--- src/hdl/serial_rx_pkg.sv ---
`default_nettype none
package serial_rx_pkg;

  // ----------------------------------------------------------------
  // register map (byte addresses, one word each)
  // ----------------------------------------------------------------
  localparam logic [7:0] OFS_MODE    = 8'h00;
  localparam logic [7:0] OFS_BAUD    = 8'h04;
  localparam logic [7:0] OFS_RXBUF   = 8'h08;
  localparam logic [7:0] OFS_ERRSTAT = 8'h0c;
  localparam logic [7:0] OFS_TXDATA  = 8'h10;
  localparam logic [7:0] OFS_STATE   = 8'h14;

  // ----------------------------------------------------------------
  // field positions and reset values
  // ----------------------------------------------------------------
  localparam int MODE_TXE_BIT   = 7;
  localparam int MODE_RXE_BIT   = 6;
  localparam int MODE_PAR_LSB   = 4;
  localparam int MODE_CHAR8_BIT = 3;
  localparam int MODE_STOP2_BIT = 2;
  localparam int BAUD_PRE_LSB   = 4;
  localparam int ERR_PAR_BIT    = 2;
  localparam int ERR_FRM_BIT    = 1;
  localparam int ERR_OVR_BIT    = 0;
  localparam int ST_TXFLAG_BIT  = 0;
  localparam logic [7:0] MODE_RST     = 8'h00;
  localparam logic [7:0] BAUD_RST     = 8'h00;
  localparam logic [7:0] BAUD_WR_MASK = 8'h7f;

  // half bit lasts k+16 counter source ticks; this is that count minus one
  localparam logic [4:0] HALF_BASE = 5'h0f;

  typedef enum logic [1:0] {
    PAR_NONE = 2'h0,
    PAR_ZERO = 2'h1,
    PAR_ODD  = 2'h2,
    PAR_EVEN = 2'h3
  } par_mode_t;

  typedef enum logic [2:0] {
    RX_IDLE   = 3'h0,
    RX_START  = 3'h1,
    RX_DATA   = 3'h3,
    RX_PARITY = 3'h2,
    RX_STOP   = 3'h6,
    RX_DONE   = 3'h4
  } rx_state_t;

  typedef struct packed {
    logic        hsel;
    logic [31:0] haddr;
    logic [1:0]  htrans;
    logic        hwrite;
    logic [2:0]  hsize;
  } ahb_req_t;

  typedef struct packed {
    logic rx_error;
    logic rx_done;
    logic tx_done;
  } irq_t;

endpackage
`default_nettype wire

--- src/hdl/async_serial_receiver.sv ---
// Overview of operation
// - receiver samples the line only while the receive enable bit is one
// - sampling is paced by the serial clock chosen by configuration
// - falling input starts the 5-bit counter; half a bit later a start strobe
// - low at the start strobe accepts the start bit and restarts the counter
// - character bits, parity and one stop bit complete the frame
// - completed frame goes into the receive buffer with a completion interrupt
// - erroneous frames are still buffered and still raise completion
// - clearing receive enable aborts at once; buffer, status, interrupts untouched
// - parity, framing and overrun errors raise the error interrupt
// - error interrupt comes before that frame's completion interrupt
// - error status clears on buffer read or next frame, which may set it again
// - status codes: parity 04h, framing 02h, overrun 01h
// - framing error when the stop bit samples low
// - overrun when a frame completes while the previous one is unread
// - software reads the buffer after errors, else overruns repeat
// - transmit completion raises its interrupt and sets a request flag
// - serial transfers keep running during halt standby
// - stop mode halts transfers; mode, shift and buffer registers hold
// - transmit output holds its level while the clock is stopped
// - a reception stopped by stop mode keeps its bits and may resume
// - frame: start, 7 or 8 data bits, optional parity, 1 or 2 stops
// - even parity errs on odd ones, odd on even; zero and none never err
// - only the first stop bit is checked on receive
// - bit clock divides by two to the n plus one, then by two times (k plus 16)
`timescale 1ns/1ps
`default_nettype none
module async_serial_receiver (
  input  wire logic                     clk_in,
  input  wire logic                     rst_in,
  input  wire serial_rx_pkg::ahb_req_t  bus_in,
  input  wire logic [31:0]              hwdata_in,
  input  wire logic                     hready_in,
  output logic [31:0]                   hrdata_out,
  output logic                          hreadyout_out,
  output logic                          hresp_out,
  input  wire logic                     serial_in_line_in,
  input  wire logic                     stop_mode_in,
  output logic                          serial_out_line_out,
  output serial_rx_pkg::irq_t           irq_out
);
  import serial_rx_pkg::*;

  logic [7:0]  serial_mode_reg;
  logic [7:0]  baud_ctrl_reg;
  logic [7:0]  rx_buffer;
  logic [7:0]  rx_shift_reg;
  logic [2:0]  rx_error_status;
  logic        unread_reg;
  logic        tx_done_req_flag;
  rx_state_t   rx_state_reg;
  logic [4:0]  rx_div_reg;
  logic        phase_reg;
  logic [2:0]  bit_cnt_reg;
  logic        par_acc_reg;
  logic        sync1_reg;
  logic        sync2_reg;
  logic        sync3_reg;
  logic [7:0]  pre_cnt_reg;
  logic        err_irq_reg;
  logic        done_irq_reg;
  logic        tx_irq_reg;
  logic        tx_busy_reg;
  logic [10:0] tx_frame_reg;
  logic [3:0]  tx_left_reg;
  logic [5:0]  tx_div_reg;
  logic        tx_out_reg;
  logic [31:0] hrdata_reg;
  logic        dp_valid_reg;
  logic        dp_write_reg;
  logic [7:0]  dp_addr_reg;

  // ----------------------------------------------------------------
  // decoded configuration
  // ----------------------------------------------------------------
  logic       rx_en;
  logic       tx_en;
  logic       char8;
  logic       stop2;
  par_mode_t  pmode;
  logic       par_on;
  logic [4:0] half_limit;
  logic [5:0] bit_limit;
  logic [7:0] pre_mask;
  logic       fsck_tick;

  assign rx_en  = serial_mode_reg[MODE_RXE_BIT];
  assign tx_en  = serial_mode_reg[MODE_TXE_BIT];
  assign char8  = serial_mode_reg[MODE_CHAR8_BIT];
  assign stop2  = serial_mode_reg[MODE_STOP2_BIT];
  assign pmode  = par_mode_t'(serial_mode_reg[MODE_PAR_LSB +: 2]);
  assign par_on = (pmode != PAR_NONE);
  assign half_limit = 5'(HALF_BASE + {1'b0, baud_ctrl_reg[3:0]});
  assign bit_limit  = {half_limit, 1'b1};
  assign pre_mask   = 8'((9'h002 << baud_ctrl_reg[BAUD_PRE_LSB +: 3]) - 9'h001);
  // counter source ticks freeze in stop mode, which holds the receive and transmit shift and timing registers
  assign fsck_tick  = !stop_mode_in && ((pre_cnt_reg & pre_mask) == pre_mask);

  // ----------------------------------------------------------------
  // prescaler
  // ----------------------------------------------------------------
  always_ff @(posedge clk_in)
  begin
    if (rst_in)
      pre_cnt_reg <= 8'h00;
    else if (!stop_mode_in)
      pre_cnt_reg <= pre_cnt_reg + 8'h01;
  end

  // ----------------------------------------------------------------
  // input synchroniser
  // ----------------------------------------------------------------
  always_ff @(posedge clk_in)
  begin
    if (rst_in)
    begin
      sync1_reg <= 1'b1;
      sync2_reg <= 1'b1;
      sync3_reg <= 1'b1;
    end
    else
    begin
      sync1_reg <= serial_in_line_in;
      sync2_reg <= sync1_reg;
      sync3_reg <= sync2_reg;
    end
  end

  logic fall;
  logic half_tick;
  logic in_bits;
  logic sample;
  logic stop_hit;
  logic bus_acc;
  logic buf_rd;
  logic wr;

  assign fall      = sync3_reg && !sync2_reg;
  assign half_tick = fsck_tick && (rx_div_reg == half_limit);
  assign in_bits   = (rx_state_reg == RX_DATA) || (rx_state_reg == RX_PARITY)
                     || (rx_state_reg == RX_STOP);
  assign sample    = in_bits && half_tick && phase_reg;
  assign stop_hit  = rx_en && (rx_state_reg == RX_STOP) && sample;
  assign bus_acc   = bus_in.hsel && bus_in.htrans[1] && hready_in;
  assign buf_rd    = bus_acc && !bus_in.hwrite && (bus_in.haddr[7:0] == OFS_RXBUF);
  assign wr        = dp_valid_reg && dp_write_reg;

  // ----------------------------------------------------------------
  // bit timing: half-bit counter and phase
  // ----------------------------------------------------------------
  always_ff @(posedge clk_in)
  begin
    if (rst_in || rx_state_reg == RX_IDLE || (rx_state_reg == RX_START && half_tick))
      rx_div_reg <= 5'h00;
    else if (fsck_tick)
      rx_div_reg <= half_tick ? 5'h00 : rx_div_reg + 5'h01;
  end

  always_ff @(posedge clk_in)
  begin
    if (rst_in || rx_state_reg == RX_IDLE || rx_state_reg == RX_START)
      phase_reg <= 1'b0;
    else if (half_tick)
      phase_reg <= !phase_reg;
  end

  // ----------------------------------------------------------------
  // receive sequencer
  // ----------------------------------------------------------------
  always_ff @(posedge clk_in)
  begin
    if (rst_in)
    begin
      rx_state_reg <= RX_IDLE;
      rx_shift_reg <= 8'h00;
      bit_cnt_reg  <= 3'h0;
      par_acc_reg  <= 1'b0;
    end
    else if (!rx_en && rx_state_reg != RX_DONE)
      rx_state_reg <= RX_IDLE;
    else
    begin
      unique case (rx_state_reg)
        RX_IDLE:
          if (fall && !stop_mode_in)
            rx_state_reg <= RX_START;
        RX_START:
          if (half_tick)
          begin
            rx_state_reg <= sync2_reg ? RX_IDLE : RX_DATA;
            bit_cnt_reg  <= 3'h0;
            par_acc_reg  <= 1'b0;
          end
        RX_DATA:
          if (sample)
          begin
            rx_shift_reg <= {sync2_reg, rx_shift_reg[7:1]};
            par_acc_reg  <= par_acc_reg ^ sync2_reg;
            bit_cnt_reg  <= bit_cnt_reg + 3'h1;
            if (bit_cnt_reg == (char8 ? 3'h7 : 3'h6))
              rx_state_reg <= par_on ? RX_PARITY : RX_STOP;
          end
        RX_PARITY:
          if (sample)
          begin
            par_acc_reg  <= par_acc_reg ^ sync2_reg;
            rx_state_reg <= RX_STOP;
          end
        RX_STOP:
          if (sample)
            rx_state_reg <= RX_DONE;
        RX_DONE:
          rx_state_reg <= RX_IDLE;
        default:
          rx_state_reg <= RX_IDLE;
      endcase
    end
  end

  // ----------------------------------------------------------------
  // error status, receive buffer, interrupts
  // ----------------------------------------------------------------
  logic par_err;
  logic frm_err;
  logic ovr_err;

  assign par_err = ((pmode == PAR_EVEN) && par_acc_reg)
                   || ((pmode == PAR_ODD) && !par_acc_reg);
  assign frm_err = !sync2_reg;
  assign ovr_err = unread_reg && !buf_rd;

  always_ff @(posedge clk_in)
  begin
    if (rst_in)
      rx_error_status <= 3'h0;
    else if (stop_hit)
      rx_error_status <= {par_err, frm_err, ovr_err};
    else if (buf_rd)
      rx_error_status <= 3'h0;
  end

  // a new frame beats a buffer read landing in the same cycle
  always_ff @(posedge clk_in)
  begin
    if (rst_in)
    begin
      rx_buffer  <= 8'h00;
      unread_reg <= 1'b0;
    end
    else if (rx_state_reg == RX_DONE)
    begin
      rx_buffer  <= char8 ? rx_shift_reg : {1'b0, rx_shift_reg[7:1]};
      unread_reg <= 1'b1;
    end
    else if (buf_rd)
      unread_reg <= 1'b0;
  end

  always_ff @(posedge clk_in)
  begin
    if (rst_in)
    begin
      err_irq_reg  <= 1'b0;
      done_irq_reg <= 1'b0;
    end
    else
    begin
      err_irq_reg  <= stop_hit && (par_err || frm_err || ovr_err);
      done_irq_reg <= (rx_state_reg == RX_DONE);
    end
  end

  // ----------------------------------------------------------------
  // transmitter
  // ----------------------------------------------------------------
  logic        tx_start;
  logic [7:0]  tx_data;
  logic        tx_pb;
  logic [11:0] tx_load;
  logic [3:0]  tx_len;

  assign tx_start = wr && !stop_mode_in && (dp_addr_reg == OFS_TXDATA) && tx_en && !tx_busy_reg;
  assign tx_data  = char8 ? hwdata_in[7:0] : {1'b0, hwdata_in[6:0]};
  assign tx_pb    = (pmode == PAR_EVEN) ? ^tx_data
                  : (pmode == PAR_ODD) ? ~^tx_data
                  : (pmode == PAR_ZERO) ? 1'b0 : 1'b1;
  assign tx_load  = char8 ? {2'h3, tx_pb, tx_data, 1'b0}
                          : {3'h7, tx_pb, tx_data[6:0], 1'b0};
  assign tx_len   = 4'h1 + (char8 ? 4'h8 : 4'h7) + {3'h0, par_on} + (stop2 ? 4'h2 : 4'h1);

  // stalled ticks in stop mode leave the line at its last level
  always_ff @(posedge clk_in)
  begin
    if (rst_in)
    begin
      tx_busy_reg  <= 1'b0;
      tx_frame_reg <= 11'h7ff;
      tx_left_reg  <= 4'h0;
      tx_div_reg   <= 6'h00;
      tx_out_reg   <= 1'b1;
      tx_irq_reg   <= 1'b0;
    end
    else
    begin
      tx_irq_reg <= 1'b0;
      if (tx_start)
      begin
        tx_busy_reg  <= 1'b1;
        tx_frame_reg <= tx_load[11:1];
        tx_left_reg  <= tx_len - 4'h1;
        tx_div_reg   <= 6'h00;
        tx_out_reg   <= 1'b0;
      end
      else if (tx_busy_reg && fsck_tick)
      begin
        if (tx_div_reg != bit_limit)
          tx_div_reg <= tx_div_reg + 6'h01;
        else if (tx_left_reg == 4'h0)
        begin
          tx_busy_reg <= 1'b0;
          tx_irq_reg  <= 1'b1;
        end
        else
        begin
          tx_div_reg   <= 6'h00;
          tx_out_reg   <= tx_frame_reg[0];
          tx_frame_reg <= {1'b1, tx_frame_reg[10:1]};
          tx_left_reg  <= tx_left_reg - 4'h1;
        end
      end
    end
  end

  // ----------------------------------------------------------------
  // bus slave and control registers
  // ----------------------------------------------------------------
  function automatic logic [31:0] rd_mux(input logic [7:0] a);
    logic [31:0] v;
    v = 32'h0000_0000;
    unique case (a)
      OFS_MODE:    v = {24'h0, serial_mode_reg};
      OFS_BAUD:    v = {24'h0, baud_ctrl_reg};
      OFS_RXBUF:   v = {24'h0, rx_buffer};
      OFS_ERRSTAT: v = {29'h0, rx_error_status};
      OFS_STATE:   v = {29'h0, rx_state_reg != RX_IDLE, tx_busy_reg, tx_done_req_flag};
      default:     v = 32'h0000_0000;
    endcase
    return v;
  endfunction

  always_ff @(posedge clk_in)
  begin
    if (rst_in)
    begin
      dp_valid_reg <= 1'b0;
      dp_write_reg <= 1'b0;
      dp_addr_reg  <= 8'h00;
      hrdata_reg   <= 32'h0000_0000;
    end
    else
    begin
      dp_valid_reg <= bus_acc;
      dp_write_reg <= bus_in.hwrite;
      dp_addr_reg  <= bus_in.haddr[7:0];
      if (bus_acc && !bus_in.hwrite)
        hrdata_reg <= rd_mux(bus_in.haddr[7:0]);
    end
  end

  // stop mode also blocks register writes so the mode register holds
  always_ff @(posedge clk_in)
  begin
    if (rst_in)
    begin
      serial_mode_reg <= MODE_RST;
      baud_ctrl_reg   <= BAUD_RST;
    end
    else if (wr && !stop_mode_in)
    begin
      if (dp_addr_reg == OFS_MODE)
        serial_mode_reg <= hwdata_in[7:0];
      if (dp_addr_reg == OFS_BAUD)
        baud_ctrl_reg <= hwdata_in[7:0] & BAUD_WR_MASK;
    end
  end

  always_ff @(posedge clk_in)
  begin
    if (rst_in)
      tx_done_req_flag <= 1'b0;
    else if (tx_irq_reg)
      tx_done_req_flag <= 1'b1;
    else if (wr && !stop_mode_in && dp_addr_reg == OFS_STATE && hwdata_in[ST_TXFLAG_BIT])
      tx_done_req_flag <= 1'b0;
  end

  assign hrdata_out          = hrdata_reg;
  assign hreadyout_out       = 1'b1;
  assign hresp_out           = 1'b0;
  assign serial_out_line_out = tx_out_reg;
  assign irq_out             = '{rx_error: err_irq_reg, rx_done: done_irq_reg,
                                 tx_done: tx_irq_reg};

  // ----------------------------------------------------------------
  // checks
  // ----------------------------------------------------------------
  chk_disable_abort: assert property (@(posedge clk_in) disable iff (rst_in)
    (!rx_en && rx_state_reg != RX_IDLE && rx_state_reg != RX_DONE) |=>
      rx_state_reg == RX_IDLE && $stable(rx_buffer) && !done_irq_reg)
    else $error("reception not aborted on disable");

  chk_edge_start: assert property (@(posedge clk_in) disable iff (rst_in)
    (rx_en && rx_state_reg == RX_IDLE && fall && !stop_mode_in) |=> rx_state_reg == RX_START)
    else $error("falling edge did not start timing");

  chk_noise_reject: assert property (@(posedge clk_in) disable iff (rst_in)
    (rx_en && rx_state_reg == RX_START && half_tick && sync2_reg) |=> rx_state_reg == RX_IDLE)
    else $error("noise accepted as start bit");

  chk_error_order: assert property (@(posedge clk_in) disable iff (rst_in)
    err_irq_reg |=> done_irq_reg)
    else $error("error interrupt not followed by completion");

  chk_error_status: assert property (@(posedge clk_in) disable iff (rst_in)
    err_irq_reg |-> rx_error_status != 3'h0)
    else $error("error interrupt without status flag");

  chk_overrun_flag: assert property (@(posedge clk_in) disable iff (rst_in)
    (stop_hit && unread_reg && !buf_rd) |=> rx_error_status[ERR_OVR_BIT] ##1 done_irq_reg)
    else $error("overrun not flagged");

  chk_read_clears: assert property (@(posedge clk_in) disable iff (rst_in)
    (buf_rd && !stop_hit) |=> rx_error_status == 3'h0)
    else $error("buffer read did not clear status");

  chk_stop_freeze: assert property (@(posedge clk_in) disable iff (rst_in)
    (stop_mode_in && rx_state_reg != RX_DONE && rx_state_reg != RX_START && rx_en)
      |=> $stable(rx_shift_reg) && $stable(serial_out_line_out) && $stable(serial_mode_reg))
    else $error("serial state moved in stop mode");

  chk_tx_flag: assert property (@(posedge clk_in) disable iff (rst_in)
    $fell(tx_busy_reg) |-> irq_out.tx_done ##1 tx_done_req_flag)
    else $error("transmit completion not flagged");

endmodule  // async_serial_receiver
`default_nettype wire

--- config.mk ---
export PLATFORM = sky130hd
export DESIGN_NAME = async_serial_receiver
export DESIGN_NICKNAME = d
export VERILOG_FILES = /design/src/hdl/serial_rx_pkg.sv /design/src/hdl/async_serial_receiver.sv
export SDC_FILE = /design/constraint.sdc
export NUM_CORES = 1
export LEC_CHECK = 0
export BUFFER_PORTS_ARGS = -buffer_cell sky130_fd_sc_hd__buf_4
export CORE_MARGIN = 5
export CORE_UTILIZATION = 45
export CTS_CLUSTER_DIAMETER = 50
export CTS_CLUSTER_SIZE = 20
export DETAILED_ROUTE_END_ITERATION = 10
export GPL_ROUTABILITY_DRIVEN = 0
export HOLD_SLACK_MARGIN = 0.03
export PLACE_DENSITY_LB_ADDON = 0.2
export SLEW_MARGIN = 20
export SYNTH_ARGS = -nofsm -noshare
export SYNTH_HDL_FRONTEND = slang
export SYNTH_SLANG_ARGS = --single-unit
export TNS_END_PERCENT = 30
--- constraint.sdc ---
create_clock -name clk_in -period 3.8 [get_ports clk_in]
set_input_delay 0.95 -clock clk_in [delete_from_list [all_inputs] [get_ports clk_in]]
set_output_delay 0.95 -clock clk_in [all_outputs]
set_load 0.05 [all_outputs]
# Yosys cells after proc, flatten, opt, wreduce, memory -nomap -nowiden
# Index checks and enable logic that the tools add are counted.
# totals
register_bits	128
inputBits	76
output_inout_bits	38
word_cells	195
# op_classes
n_addsub	11
eq_ne	30
shift	1
mux	51
bitwise_logic	4
reduce_logical	70
# ops
cell	n
$mux W11	4
$pmux W8 S5	1
$mux W3	11
$logic_and A1 B1 Y1	26
$eq A8 B5 Y1 const B	3
$mux W4	5
$mux W1	19
$eq A8 B3 Y1 const B	2
$eq A8 B4 Y1 const B	2
$logic_not A8 Y1	2
$mux W8	2
$reduce_bool A2 Y1	8
$pmux W3 S5	1
$ne A2 B2 Y1 const B	7
$mux W6	2
$mux W10	1
$reduce_and A3 Y1	3
$add A8 B1 Y8 const B	1
$and A8 B8 Y8	1
$eq A8 B8 Y1	1
$logic_not A1 Y1	8
$logic_or A1 B1 Y1	8
$reduce_and A4 Y1	2
$reduce_xnor A8 Y1	1
34 further kinds	46

# Longest topological paths before layout
# Gate-level depths: netlist of the first run.
# depth
ltp_word	10
mapped_depth	11
depth_no_buf	9

# Worst setup path after synthesis of the first run
# Ideal clock, no wire load.
# synth_path
path_type	input port to flip-flop
start	input port bus_in[6] (netlist bit)
end	register err_irq_reg
setup_time_ns	0.116
t_arrival_ns	2.777
required_time_ns	3.684
path_slack_ns	0.908
cell_stages	7
path_buffers	1
cell_sequence	or4_1 clkbuf_1 nor4bb_1 and2_1 nand2b_1 nand3_1 and3_1
# synth_via
elab_chain_len	6
# synth_lines
element	line	source
start: declaration	async_serial_receiver.sv:31	input wire serial_rx_pkg::ahb_req_t bus_in,
$eq A8 B4 Y1	async_serial_receiver.sv:145	assign buf_rd = bus_acc && !bus_in.hwrite && (bus_in.haddr[7:0] == OFS_RXBUF);
$logic_and A1 B1 Y1	async_serial_receiver.sv:145	
$logic_not A1 Y1	async_serial_receiver.sv:230	assign ovr_err = unread_reg && !buf_rd;
$logic_and A1 B1 Y1	async_serial_receiver.sv:230	
$logic_or A1 B1 Y1	async_serial_receiver.sv:268	err_irq_reg <= stop_hit && (par_err || frm_err || ovr_err);
$logic_and A1 B1 Y1	async_serial_receiver.sv:268	
end signal: assignment	async_serial_receiver.sv:268	
end: declaration	async_serial_receiver.sv:60	logic err_irq_reg;
# Every way passes these cells.
# A chain may end at the register's enable or synchronous reset.

# Worst setup path in the final report of the first run
# layout_path
start	register baud_ctrl_reg[5]
end	register tx_frame_reg[3]
# layout_via
elab_chain_len	8
# layout_lines
element	line	source
start: declaration	async_serial_receiver.sv:45	logic [7:0] baud_ctrl_reg;
start signal: assignment	async_serial_receiver.sv:383	baud_ctrl_reg <= hwdata_in[7:0] & BAUD_WR_MASK;
$shl A2 B3 Y8 *	async_serial_receiver.sv:95	assign pre_mask = 8'((9'h002 << baud_ctrl_reg[BAUD_PRE_LSB +: 3]) - 9'h001);
$sub A8 B1 Y8 *	async_serial_receiver.sv:95	
$and A8 B8 Y8	async_serial_receiver.sv:97	assign fsck_tick = !stop_mode_in && ((pre_cnt_reg & pre_mask) == pre_mask);
$eq A8 B8 Y1 *	async_serial_receiver.sv:97	
$logic_and A1 B1 Y1 *	async_serial_receiver.sv:97	
$logic_and A1 B1 Y1 *	async_serial_receiver.sv:314	else if (tx_busy_reg && fsck_tick)
$reduce_bool A2 Y1 (no source line) *	--	
$reduce_and A3 Y1 (no source line) *	--	
end signal: assignment	async_serial_receiver.sv:309	tx_frame_reg <= tx_load[11:1];
end signal: assignment	async_serial_receiver.sv:327	tx_frame_reg <= {1'b1, tx_frame_reg[10:1]};
end: declaration	async_serial_receiver.sv:64	logic [10:0] tx_frame_reg;
# Every way passes the cells marked *; elsewhere a longest branch is shown, timed or not.

==> reports/qor.yml, run 1 <==
clock_network:
  cts_buffer_depth: 2
  cts_root_buf: "clkbuf_16"
  post_cts_resized: 0
  clk-insertion-delay-late_ns: 0.35
  cts_sinks: 102
  clkTransAtPathRegs_ns: 0.07
  postCtsSetupBuffers: 0
  htree_levels: 3
  hold_buffers: 0
  cts_tree: "done"
  cts_buffers: 9
global_routing:
  top_usage_layer: "met2"
  use_met3: 0.0427
  antenna_found_initial: 0
  first_global_vias: 4106
  met1_usage: 0.217
  overflow: 0
  grt_usage: 0.176
  grt_max_degree: 55
  grt_pass1_wl_um: 20300
  use_met2: 0.302
layout:
  largest_register_ffs: 9
  layout_commonest_cell: "dfxtp_1"
  seqCellArea_um2: 2040
  area_growth_pct: 10.1
  final_cell_mix: "102 x dfxtp_1, 75 x nor2_1, 43 x buf_4"
  drive_above_1_share: 0.126
  fin_cells: 772
  final_nets: 707
  diodes: 0
  multi_input_area_um2: 3010
  fill_cells: 1166
place:
  dp_cells: 757
  place_hpwl_um: 8930
  port_buffers: 35
logic_synthesis:
  postSynth.asyncResetShare: 0
  syn_inst: 608
  synth_area_leaders: "dfxtp_1 38%, mux2i_1 7.8%, nor2_1 5.2%"
  synth_top_area_cell: "dfxtp_1"
  synth.cell_area_um2: 5380
  synth_seq_area_share: 0.380
  synth_edf_count: 0
  synth.avg_cell_area_um2: 8.84
  ys_types: 73
  yosys.area.top_type_share: 0.380
  ys.flop_type: "dfxtp_1"
  yosys_warnings: 0
  ys_ff_latch: 102
pwr:
  p_sw_frac: 0.237
  p_seq_frac: 0.488
  irDropWorstVdd_mv: 0.251
  comb_power_share: 0.071
  internal_power_w: 0.00170
  p_switching_w: 0.000527
  leakage_nw: 2.17
  clkPwrFrac: 0.441
  powerDensity_nw_per_um2: 376
setup_path:
  worst_setup_path_start_kind: "flop"
  end_kind: "flop"
  worstPathMaxFanout: 12
  worstPathArrival_ns: 3.31
  crit_type: "reg -> reg"
  critPathRequiredTime_ns: 4.07
drt:
  detail_route.vias_per_cell: 5.57
  drc_errors: 0
  routedWlPerCell_um: 15.9
  drt_iter0_drc: 250
  dr.pass1.iters: 5
  vias: 4299
  antenna_left: 0
  drt-total-wl_um: 12300
timing:
  setup_viol: 0
  hold_viol: 0
  rsz0062_at_grt: "no"
  max_freq_mhz: 329
  period_share: 0.801
  maxSlewHeadroom: 0.444
  post-route-min-period_ns: 3.04
  finClkSkew_ns: 0.00887
  setup-tns-final_ns: 0
  maxSlewViolCount: 0
  tightest_slew_ns: 0.830
die:
  die_w_um: 119
  die_h_um: 119
  start_util: 0.453
  rows: 40
  coreArea_um2: 11900
  pin_count: 114
  die-area_um2: 14200
hold_path:
  hp-class: "reg -> reg"
flow_run:
  maxCapViolCount: 0
outcome:
  status: "complete, no violations"
==> per-layer routing <==
metal | vias to the layer above | share of wire
met5 | - | 0
met4 | 0 | 0.018
met3 | 17 | 0.045
met2 | 93 | 0.49
met1 | 2060 | 0.45
li1 | 2129 | -
==> synthesized netlist by cell type, types with 3 or more instances <==
| library cell | n |
|---|---|
| mux2i_1 | 42 |
| nand2b_1 | 6 |
| and3_1 | 4 |
| or3_1 | 10 |
| a22oi_1 | 10 |
| nor3_1 | 28 |
| xnor3_1 | 3 |
| or4_1 | 4 |
| inv_1 | 13 |
| o31ai_1 | 4 |
| or2_2 | 5 |
| or3b_2 | 3 |
| o31a_1 | 3 |
| nor2_1 | 75 |
| o211ai_1 | 4 |
| o2111ai_1 | 3 |
| nand2_1 | 35 |
| clkbuf_1 | 24 |
| buf_4 | 30 |
| a21oi_1 | 20 |
| nand4_1 | 5 |
| dfxtp_1 | 102 |
| nor4_1 | 5 |
| a211oi_1 | 20 |
| o21ai_0 | 12 |
| xor2_1 | 13 |
| ha_1 | 9 |
| buf_1 | 8 |
| nand3_1 | 20 |
| nor3b_1 | 8 |
| xnor2_1 | 15 |
| o22ai_1 | 3 |
| nor2b_1 | 13 |
==> through the flow <==
step	util	worst slack, ns	area, um^2	total power (W)	hold WS, ns
floorplan	-	0.908	5470	0.00124	0.389
global placement	0.473	0.673	5610	0.00126	0.437
detailed placement	0.473	0.633	5610	0.00127	0.436
CTS	0.499	0.745	5920	0.00225	0.450
global route	0.499	0.457	5920	0.00231	0.461
finish	0.499	0.758	5920	0.00222	0.446
==> final cells by class <==
type                            count  area share
Inverter                           13     0.00825
Clock inverter                      5      0.0142
Clock buffer                       10      0.0387
Multi-Input combinational cell    452       0.508
Sequential cell                   102       0.345
Timing Repair Buffer               43      0.0545
Tap cell                          147      0.0311
==> cell families (layout without fill, tap and decap cells) <==
family / after synthesis / in the layout / share of synthesized area
buffers and inverters: 78 / 71 / 0.0784
other: 2 / 26 / 0.00140
DFF: 102 / 102 / 0.380
xor gates and xnor gates: 32 / 32 / 0.0626
muxes: 43 / 43 / 0.0803
adders and majority gates: 10 / 10 / 0.0247
AOI/OAI and AO/OA: 98 / 98 / 0.132
and+or+nand+nor: 243 / 243 / 0.240
==> power by group through the flow <==
| stage | Combinational (W) | Clock (W) | Sequential, W |
|---|---|---|---|
| finish | 0.000159 | 0.000980 | 0.00108 |
| global route | 0.000169 | 0.00105 | 0.00108 |
| CTS | 0.000158 | 0.00101 | 0.00108 |
| detailed placement | 0.000158 | 0 | 0.00111 |
| global placement | 0.000155 | 0 | 0.00111 |
| floorplan | 0.000133 | 0 | 0.00111 |
==> critical path, cell delays in order (launching register included) <==
cell and delay, ns:
dfxtp_1 0.58, or3_4 0.21, ha_1 0.30, or3b_2 0.17, o221ai_1 0.18, a2111oi_4 0.46
nand3_1 0.22, buf_4 0.23, or2_2 0.37, a211oi_1 0.23
==> final timing paths <==
path / slack (ns) / cells past startpoint / end / startpoint
worst min-delay path: 0.45 / 2 / tx_done_req_flag$_SDFFE_PP0P_ / tx_irq_reg$_SDFF_PP0_
worst max-delay path: 0.76 / 9 / tx_frame_reg[3]$_SDFFE_PP1P_ / baud_ctrl_reg[5]$_SDFFE_PP0P_
worst max register to register: 0.76 / 9 / tx_frame_reg[3]$_SDFFE_PP1P_ / baud_ctrl_reg[5]$_SDFFE_PP0P_
worst min register to register: 0.45 / 2 / tx_done_req_flag$_SDFFE_PP0P_ / tx_irq_reg$_SDFF_PP0_
No activity file was read; power rests on OpenSTA's default activity.
==> inputs of run 2 (changes only) <==
==> constraint.sdc (replaced) <==
create_clock -name clk_in -period 3.05 [get_ports clk_in]
set_input_delay 0.7625 -clock clk_in [delete_from_list [all_inputs] [get_ports clk_in]]
set_output_delay 0.7625 -clock clk_in [all_outputs]
set_load 0.05 [all_outputs]
==> run 2 against run 1 <==
Fmax grew 7.6%. Worst hold slack lost 0.028 ns. Power grew 23%. Final cell count grew 2.2%. Register-to-register slack lost 0.54 ns. First-iteration DRC count grew 20%. Non-clock buffer count grew 16. Clock skew is essentially flat. Sequential power grew 25%. Combinational power grew 26%. Global-route usage grew 0.61 points. Largest cell class unchanged. Highest routed layer unchanged.
==> reports/qor.yml, run 2 (synthesis gave the netlist of run 1 again) <==
timing:
  finClkSkew_ns: 0.00848
  rsz0062_at_grt: "no"
  hold_viol: 0
  post-route-min-period_ns: 2.83
  maxSlewHeadroom: 0.595
  period_share: 0.927
  max_freq_mhz: 354
  setup_viol: 0
  maxSlewViolCount: 0
  setup-tns-final_ns: 0
  tightest_slew_ns: 0.607
drt:
  vias: 4368
  dr.pass1.iters: 4
  routedWlPerCell_um: 16.2
  drc_errors: 0
  antenna_left: 0
  drt_iter0_drc: 300
  detail_route.vias_per_cell: 5.54
  drt-total-wl_um: 12800
pwr:
  finalPower_w: 0.00272
  powerDensity_nw_per_um2: 451
  irDropWorstVdd_mv: 0.250
  leakage_nw: 2.25
setup_path:
  crit_chain: "or3_4, ha_1, or3b_2, o221ai_2, a2111oi_4, buf_4, nand3_1, o21ai_0, a211oi_1"
  crit_end: "rx_state_reg[0]$_SDFFE_PP0P_"
  cpMaxStageDelayCell: "or3b_2"
  worst_setup_path_start_kind: "flop"
  regToRegEndpoint: "rx_state_reg[0]$_SDFFE_PP0P_"
  reg2regPathDepth: 9
  reg2reg_slack_ns: 0.22
  worstPathMaxFanout: 8
  critPathRequiredTime_ns: 3.31
  critPathBufInv: 1
  r2r_start: "baud_ctrl_reg[5]$_SDFFE_PP0P_"
  worstPathArrival_ns: 3.09
  slowest_delay_ns: 0.48
  path_delay_family: "simple AND/OR/NAND/NOR gates"
  worst-path-stages: 9
  end_kind: "flop"
  crit_type: "reg -> reg"
  crit_start: "baud_ctrl_reg[5]$_SDFFE_PP0P_"
layout:
  area_growth_pct: 12.3
  largest_register_ffs: 9
  final_nets: 723
  layout_commonest_cell: "dfxtp_1"
  diodes: 0
  final_cell_mix: "102 x dfxtp_1, 75 x nor2_1, 59 x buf_4"
  drive_above_1_share: 0.151
global_routing:
  grt_max_degree: 64
  first_global_vias: 4187
  grt_pass1_wl_um: 20900
  antenna_found_initial: 0
  grt_usage: 0.182
  overflow: 0
place:
  place_hpwl_um: 9340
  port_buffers: 35
clock_network:
  cts_buffer_depth: 2
  cts_sinks: 102
  cts_buffers: 9
  clk-insertion-delay-late_ns: 0.35
  clkTransAtPathRegs_ns: 0.07
  htree_levels: 3
  cts_root_buf: "clkbuf_16"
  cts_tree: "done"
  hold_buffers: 0
hold_path:
  hp-class: "reg -> reg"
outcome:
  status: "complete, no violations"
flow_run:
  maxCapViolCount: 0
die:
  die_h_um: 119
  die_w_um: 119
  die-area_um2: 14200
  rows: 40
  pin_count: 114
  start_util: 0.453
  coreArea_um2: 11900
## run 2: timing repair
action	in CTS	in global routing
resized for setup	0	2
setup buffers	0	1
endpoints found under the setup margin	0	10
## run 2: per-layer routing
layer / up-vias / part of all wire / track usage
met5: - / 0 / 0
met4: 0 / 0.028 / 0.0845
met1: 2077 / 0.46 / 0.236
li1: 2170 / - / -
met2: 96 / 0.47 / 0.295
met3: 25 / 0.038 / 0.0304
## run 2: how the worst min path moves through the flow
| stage | start | end | slack, ns | cells after the start |
|---|---|---|---|---|
| 5_1_grt | sync1_reg$_SDFF_PP1_ | sync2_reg$_SDFF_PP1_ | 0.45 | 1 |
| 2_1_floorplan | sync1_reg$_SDFF_PP1_ | sync2_reg$_SDFF_PP1_ | 0.39 | 1 |
| 4_1_cts | sync1_reg$_SDFF_PP1_ | sync2_reg$_SDFF_PP1_ | 0.42 | 1 |
| 6_report | sync1_reg$_SDFF_PP1_ | sync2_reg$_SDFF_PP1_ | 0.42 | 1 |
| 3_5_place_dp | sync1_reg$_SDFF_PP1_ | sync2_reg$_SDFF_PP1_ | 0.40 | 1 |
| 3_3_place_gp | sync1_reg$_SDFF_PP1_ | sync2_reg$_SDFF_PP1_ | 0.40 | 1 |
## run 2: area by class of cell
cell class	instances	area, um^2
Fill cell	1118	5830
Multi-Input combinational cell	452	3020
Timing Repair Buffer	59	443
Tap cell	147	184
Inverter	13	48.8
Clock buffer	12	246
Clock inverter	4	55.1
Sequential cell	102	2040
## run 2: power breakdown
part	switching, W	internal (W)	leakage (nW)
registers	0.00000871	0.00134	0.825
logic	0.000146	0.0000549	1.28
clock network	0.000507	0.000664	0.143
total	0.000662	0.00206	2.25
## run 2: per-stage QoR
stage | utilization | instance area, um^2 | instances | hold slack [ns] | worst slack, ns
final | 0.509 | 6030 | 789 | 0.419 | 0.223
after global placement | 0.482 | 5720 | 772 | 0.396 | 0.198
after CTS | 0.507 | 6020 | 788 | 0.425 | 0.109
after global routing | 0.509 | 6030 | 789 | 0.449 | 0.00683
after detailed placement | 0.482 | 5720 | 772 | 0.400 | 0.136
after floorplan | - | 5470 | 632 | 0.389 | 0.267
==> inputs of run 3 (changes only) <==
==> constraint.sdc (replaced) <==
create_clock -name clk_in -period 3.4 [get_ports clk_in]
set_input_delay 0.85 -clock clk_in [delete_from_list [all_inputs] [get_ports clk_in]]
set_output_delay 0.85 -clock clk_in [all_outputs]
set_load 0.05 [all_outputs]
==> run 3 against run 2 <==
Fmax shrank 9.2%. Sequential cell count stayed put. Clock-buffer cell count fell by 2. Wire length fell by 2.4%. Via count shrank 1.8%. Highest routed layer unchanged. Final cell count shrank 0.89%. Worst setup slack gained 0.065 ns. Combinational power decreased by 10%. Utilization fell by 0.52 points.
==> reports/qor.yml, run 3 (synthesis gave the netlist of run 1 again) <==
outcome:
  status: "complete, no violations"
die:
  pin_count: 114
  die_h_um: 119
  die-area_um2: 14200
  die_w_um: 119
  rows: 40
  start_util: 0.453
  coreArea_um2: 11900
pwr:
  p_switching_w: 0.000595
  p_seq_frac: 0.498
  p_sw_frac: 0.244
  internal_power_w: 0.00184
  irDropWorstVdd_mv: 0.210
  comb_power_share: 0.074
  finalPower_w: 0.00244
  powerDensity_nw_per_um2: 408
  leakage_nw: 2.22
  clkPwrFrac: 0.429
timing:
  post-route-min-period_ns: 3.11
  hold_viol: 0
  maxSlewViolCount: 0
  max_freq_mhz: 321
  tightest_slew_ns: 0.833
  period_share: 0.915
  finClkSkew_ns: 0.00677
  setup_viol: 0
  timing.hold.ws_ns: 0.452
  setup-tns-final_ns: 0
  maxSlewHeadroom: 0.445
  rsz0062_at_grt: "no"
clock_network:
  cts_tree: "done"
  cts_sinks: 102
  cts_buffer_depth: 2
  cts_root_buf: "clkbuf_16"
  clkTransAtPathRegs_ns: 0.07
  htree_levels: 3
  postCtsSetupBuffers: 0
  hold_buffers: 0
  post_cts_resized: 0
  cts_buffers: 9
  clk-insertion-delay-late_ns: 0.36
setup_path:
  critPathBufInv: 0
  crit_type: "reg -> reg"
  cpMaxStageDelayCell: "dfxtp_1"
  path_delay_family: "simple AND/OR/NAND/NOR gates"
  worst_setup_path_start_kind: "flop"
  end_kind: "flop"
  worstPathArrival_ns: 3.37
  critPathRequiredTime_ns: 3.66
  slowest_delay_ns: 0.55
  crit_chain: "or3_4, ha_1, or3b_2, o221ai_1, a2111oi_4, nand3_1, or4_1, a311oi_1"
  worstPathMaxFanout: 11
layout:
  final_nets: 716
  area_growth_pct: 11.1
  largest_register_ffs: 9
  final_cell_mix: "102 x dfxtp_1, 75 x nor2_1, 52 x buf_4"
  fill_cells: 1142
  layout_commonest_cell: "dfxtp_1"
  multi_input_area_um2: 3010
  diodes: 0
  seqCellArea_um2: 2040
  drive_above_1_share: 0.142
hold_path:
  hp-class: "reg -> reg"
global_routing:
  overflow: 0
  first_global_vias: 4125
  grt_usage: 0.180
  grt_max_degree: 37
  antenna_found_initial: 0
  grt_pass1_wl_um: 20800
drt:
  dr.pass1.iters: 5
  antenna_left: 0
  drc_errors: 0
  vias: 4288
  routedWlPerCell_um: 16.0
  detail_route.vias_per_cell: 5.48
  drt-total-wl_um: 12500
  drt_iter0_drc: 363
flow_run:
  maxCapViolCount: 0
place:
  port_buffers: 35
  place_hpwl_um: 9340
==> run 3: cell types whose count changed in the layout (fill, tap and decap cells not counted) <==
cell,delta
o221ai_2,-1
clkinv_2,+3
a21o_2,-1
o221ai_1,+1
clkbuf_1,-2
a21o_1,+1
buf_4,-7
inv_6,-1
==> run 3: routing by layer <==
layer / vias up / GRT usage / wire, um
met5: - / 0 / 0
met4: 0 / 0.0551 / 141
met3: 10 / 0.0484 / 521
met2: 79 / 0.297 / 6160
met1: 2051 / 0.230 / 5670
li1: 2148 / - / -
==> run 3: per-stage QoR <==
stage | worst slack [ns] | area, um^2 | utilization | cells
floorplan | 0.608 | 5470 | - | 632
global placement | 0.334 | 5670 | 0.478 | 766
detailed placement | 0.230 | 5670 | 0.478 | 766
CTS | 0.284 | 5970 | 0.504 | 782
global route | 0.0354 | 5970 | 0.504 | 782
finish | 0.288 | 5970 | 0.504 | 782
==> run 3: worst register-to-register path, stage by stage, from the launching register on <==
cell,delay (ns)
dfxtp_1,0.55
or3_4,0.21
ha_1,0.28
or3b_2,0.17
o221ai_1,0.18
a2111oi_4,0.44
nand3_1,0.34
or4_1,0.55
a311oi_1,0.29
==> run 3: layout make-up <==
type / instances / area share
clock inverters: 6 / 0.0103
multi-input cells: 452 / 0.504
flip-flops and latches: 102 / 0.342
inverters: 13 / 0.00817
repair buffers: 52 / 0.0654
clock buffers: 10 / 0.0400
well taps: 147 / 0.0308
==> run 3: power groups by stage <==
stage          Combinational, W  Clock, W  Sequential [W]
5_1_grt                0.000192   0.00113         0.00121
4_1_cts                0.000179   0.00107         0.00121
6_report               0.000180   0.00104         0.00121
3_3_place_gp           0.000176         0         0.00124
2_1_floorplan          0.000148         0         0.00124
3_5_place_dp           0.000178         0         0.00124
==> run 3: final timing paths <==
path | startpoint | endpoint | slack, ns | depth (start not counted)
max reg2reg | baud_ctrl_reg[6]$_SDFFE_PP0P_ | tx_left_reg[2]$_SDFFE_PP0P_ | 0.29 | 8
min reg2reg | tx_irq_reg$_SDFF_PP0_ | tx_done_req_flag$_SDFFE_PP0P_ | 0.45 | 2
min | tx_irq_reg$_SDFF_PP0_ | tx_done_req_flag$_SDFFE_PP0P_ | 0.45 | 2
max | baud_ctrl_reg[6]$_SDFFE_PP0P_ | tx_left_reg[2]$_SDFFE_PP0P_ | 0.29 | 8
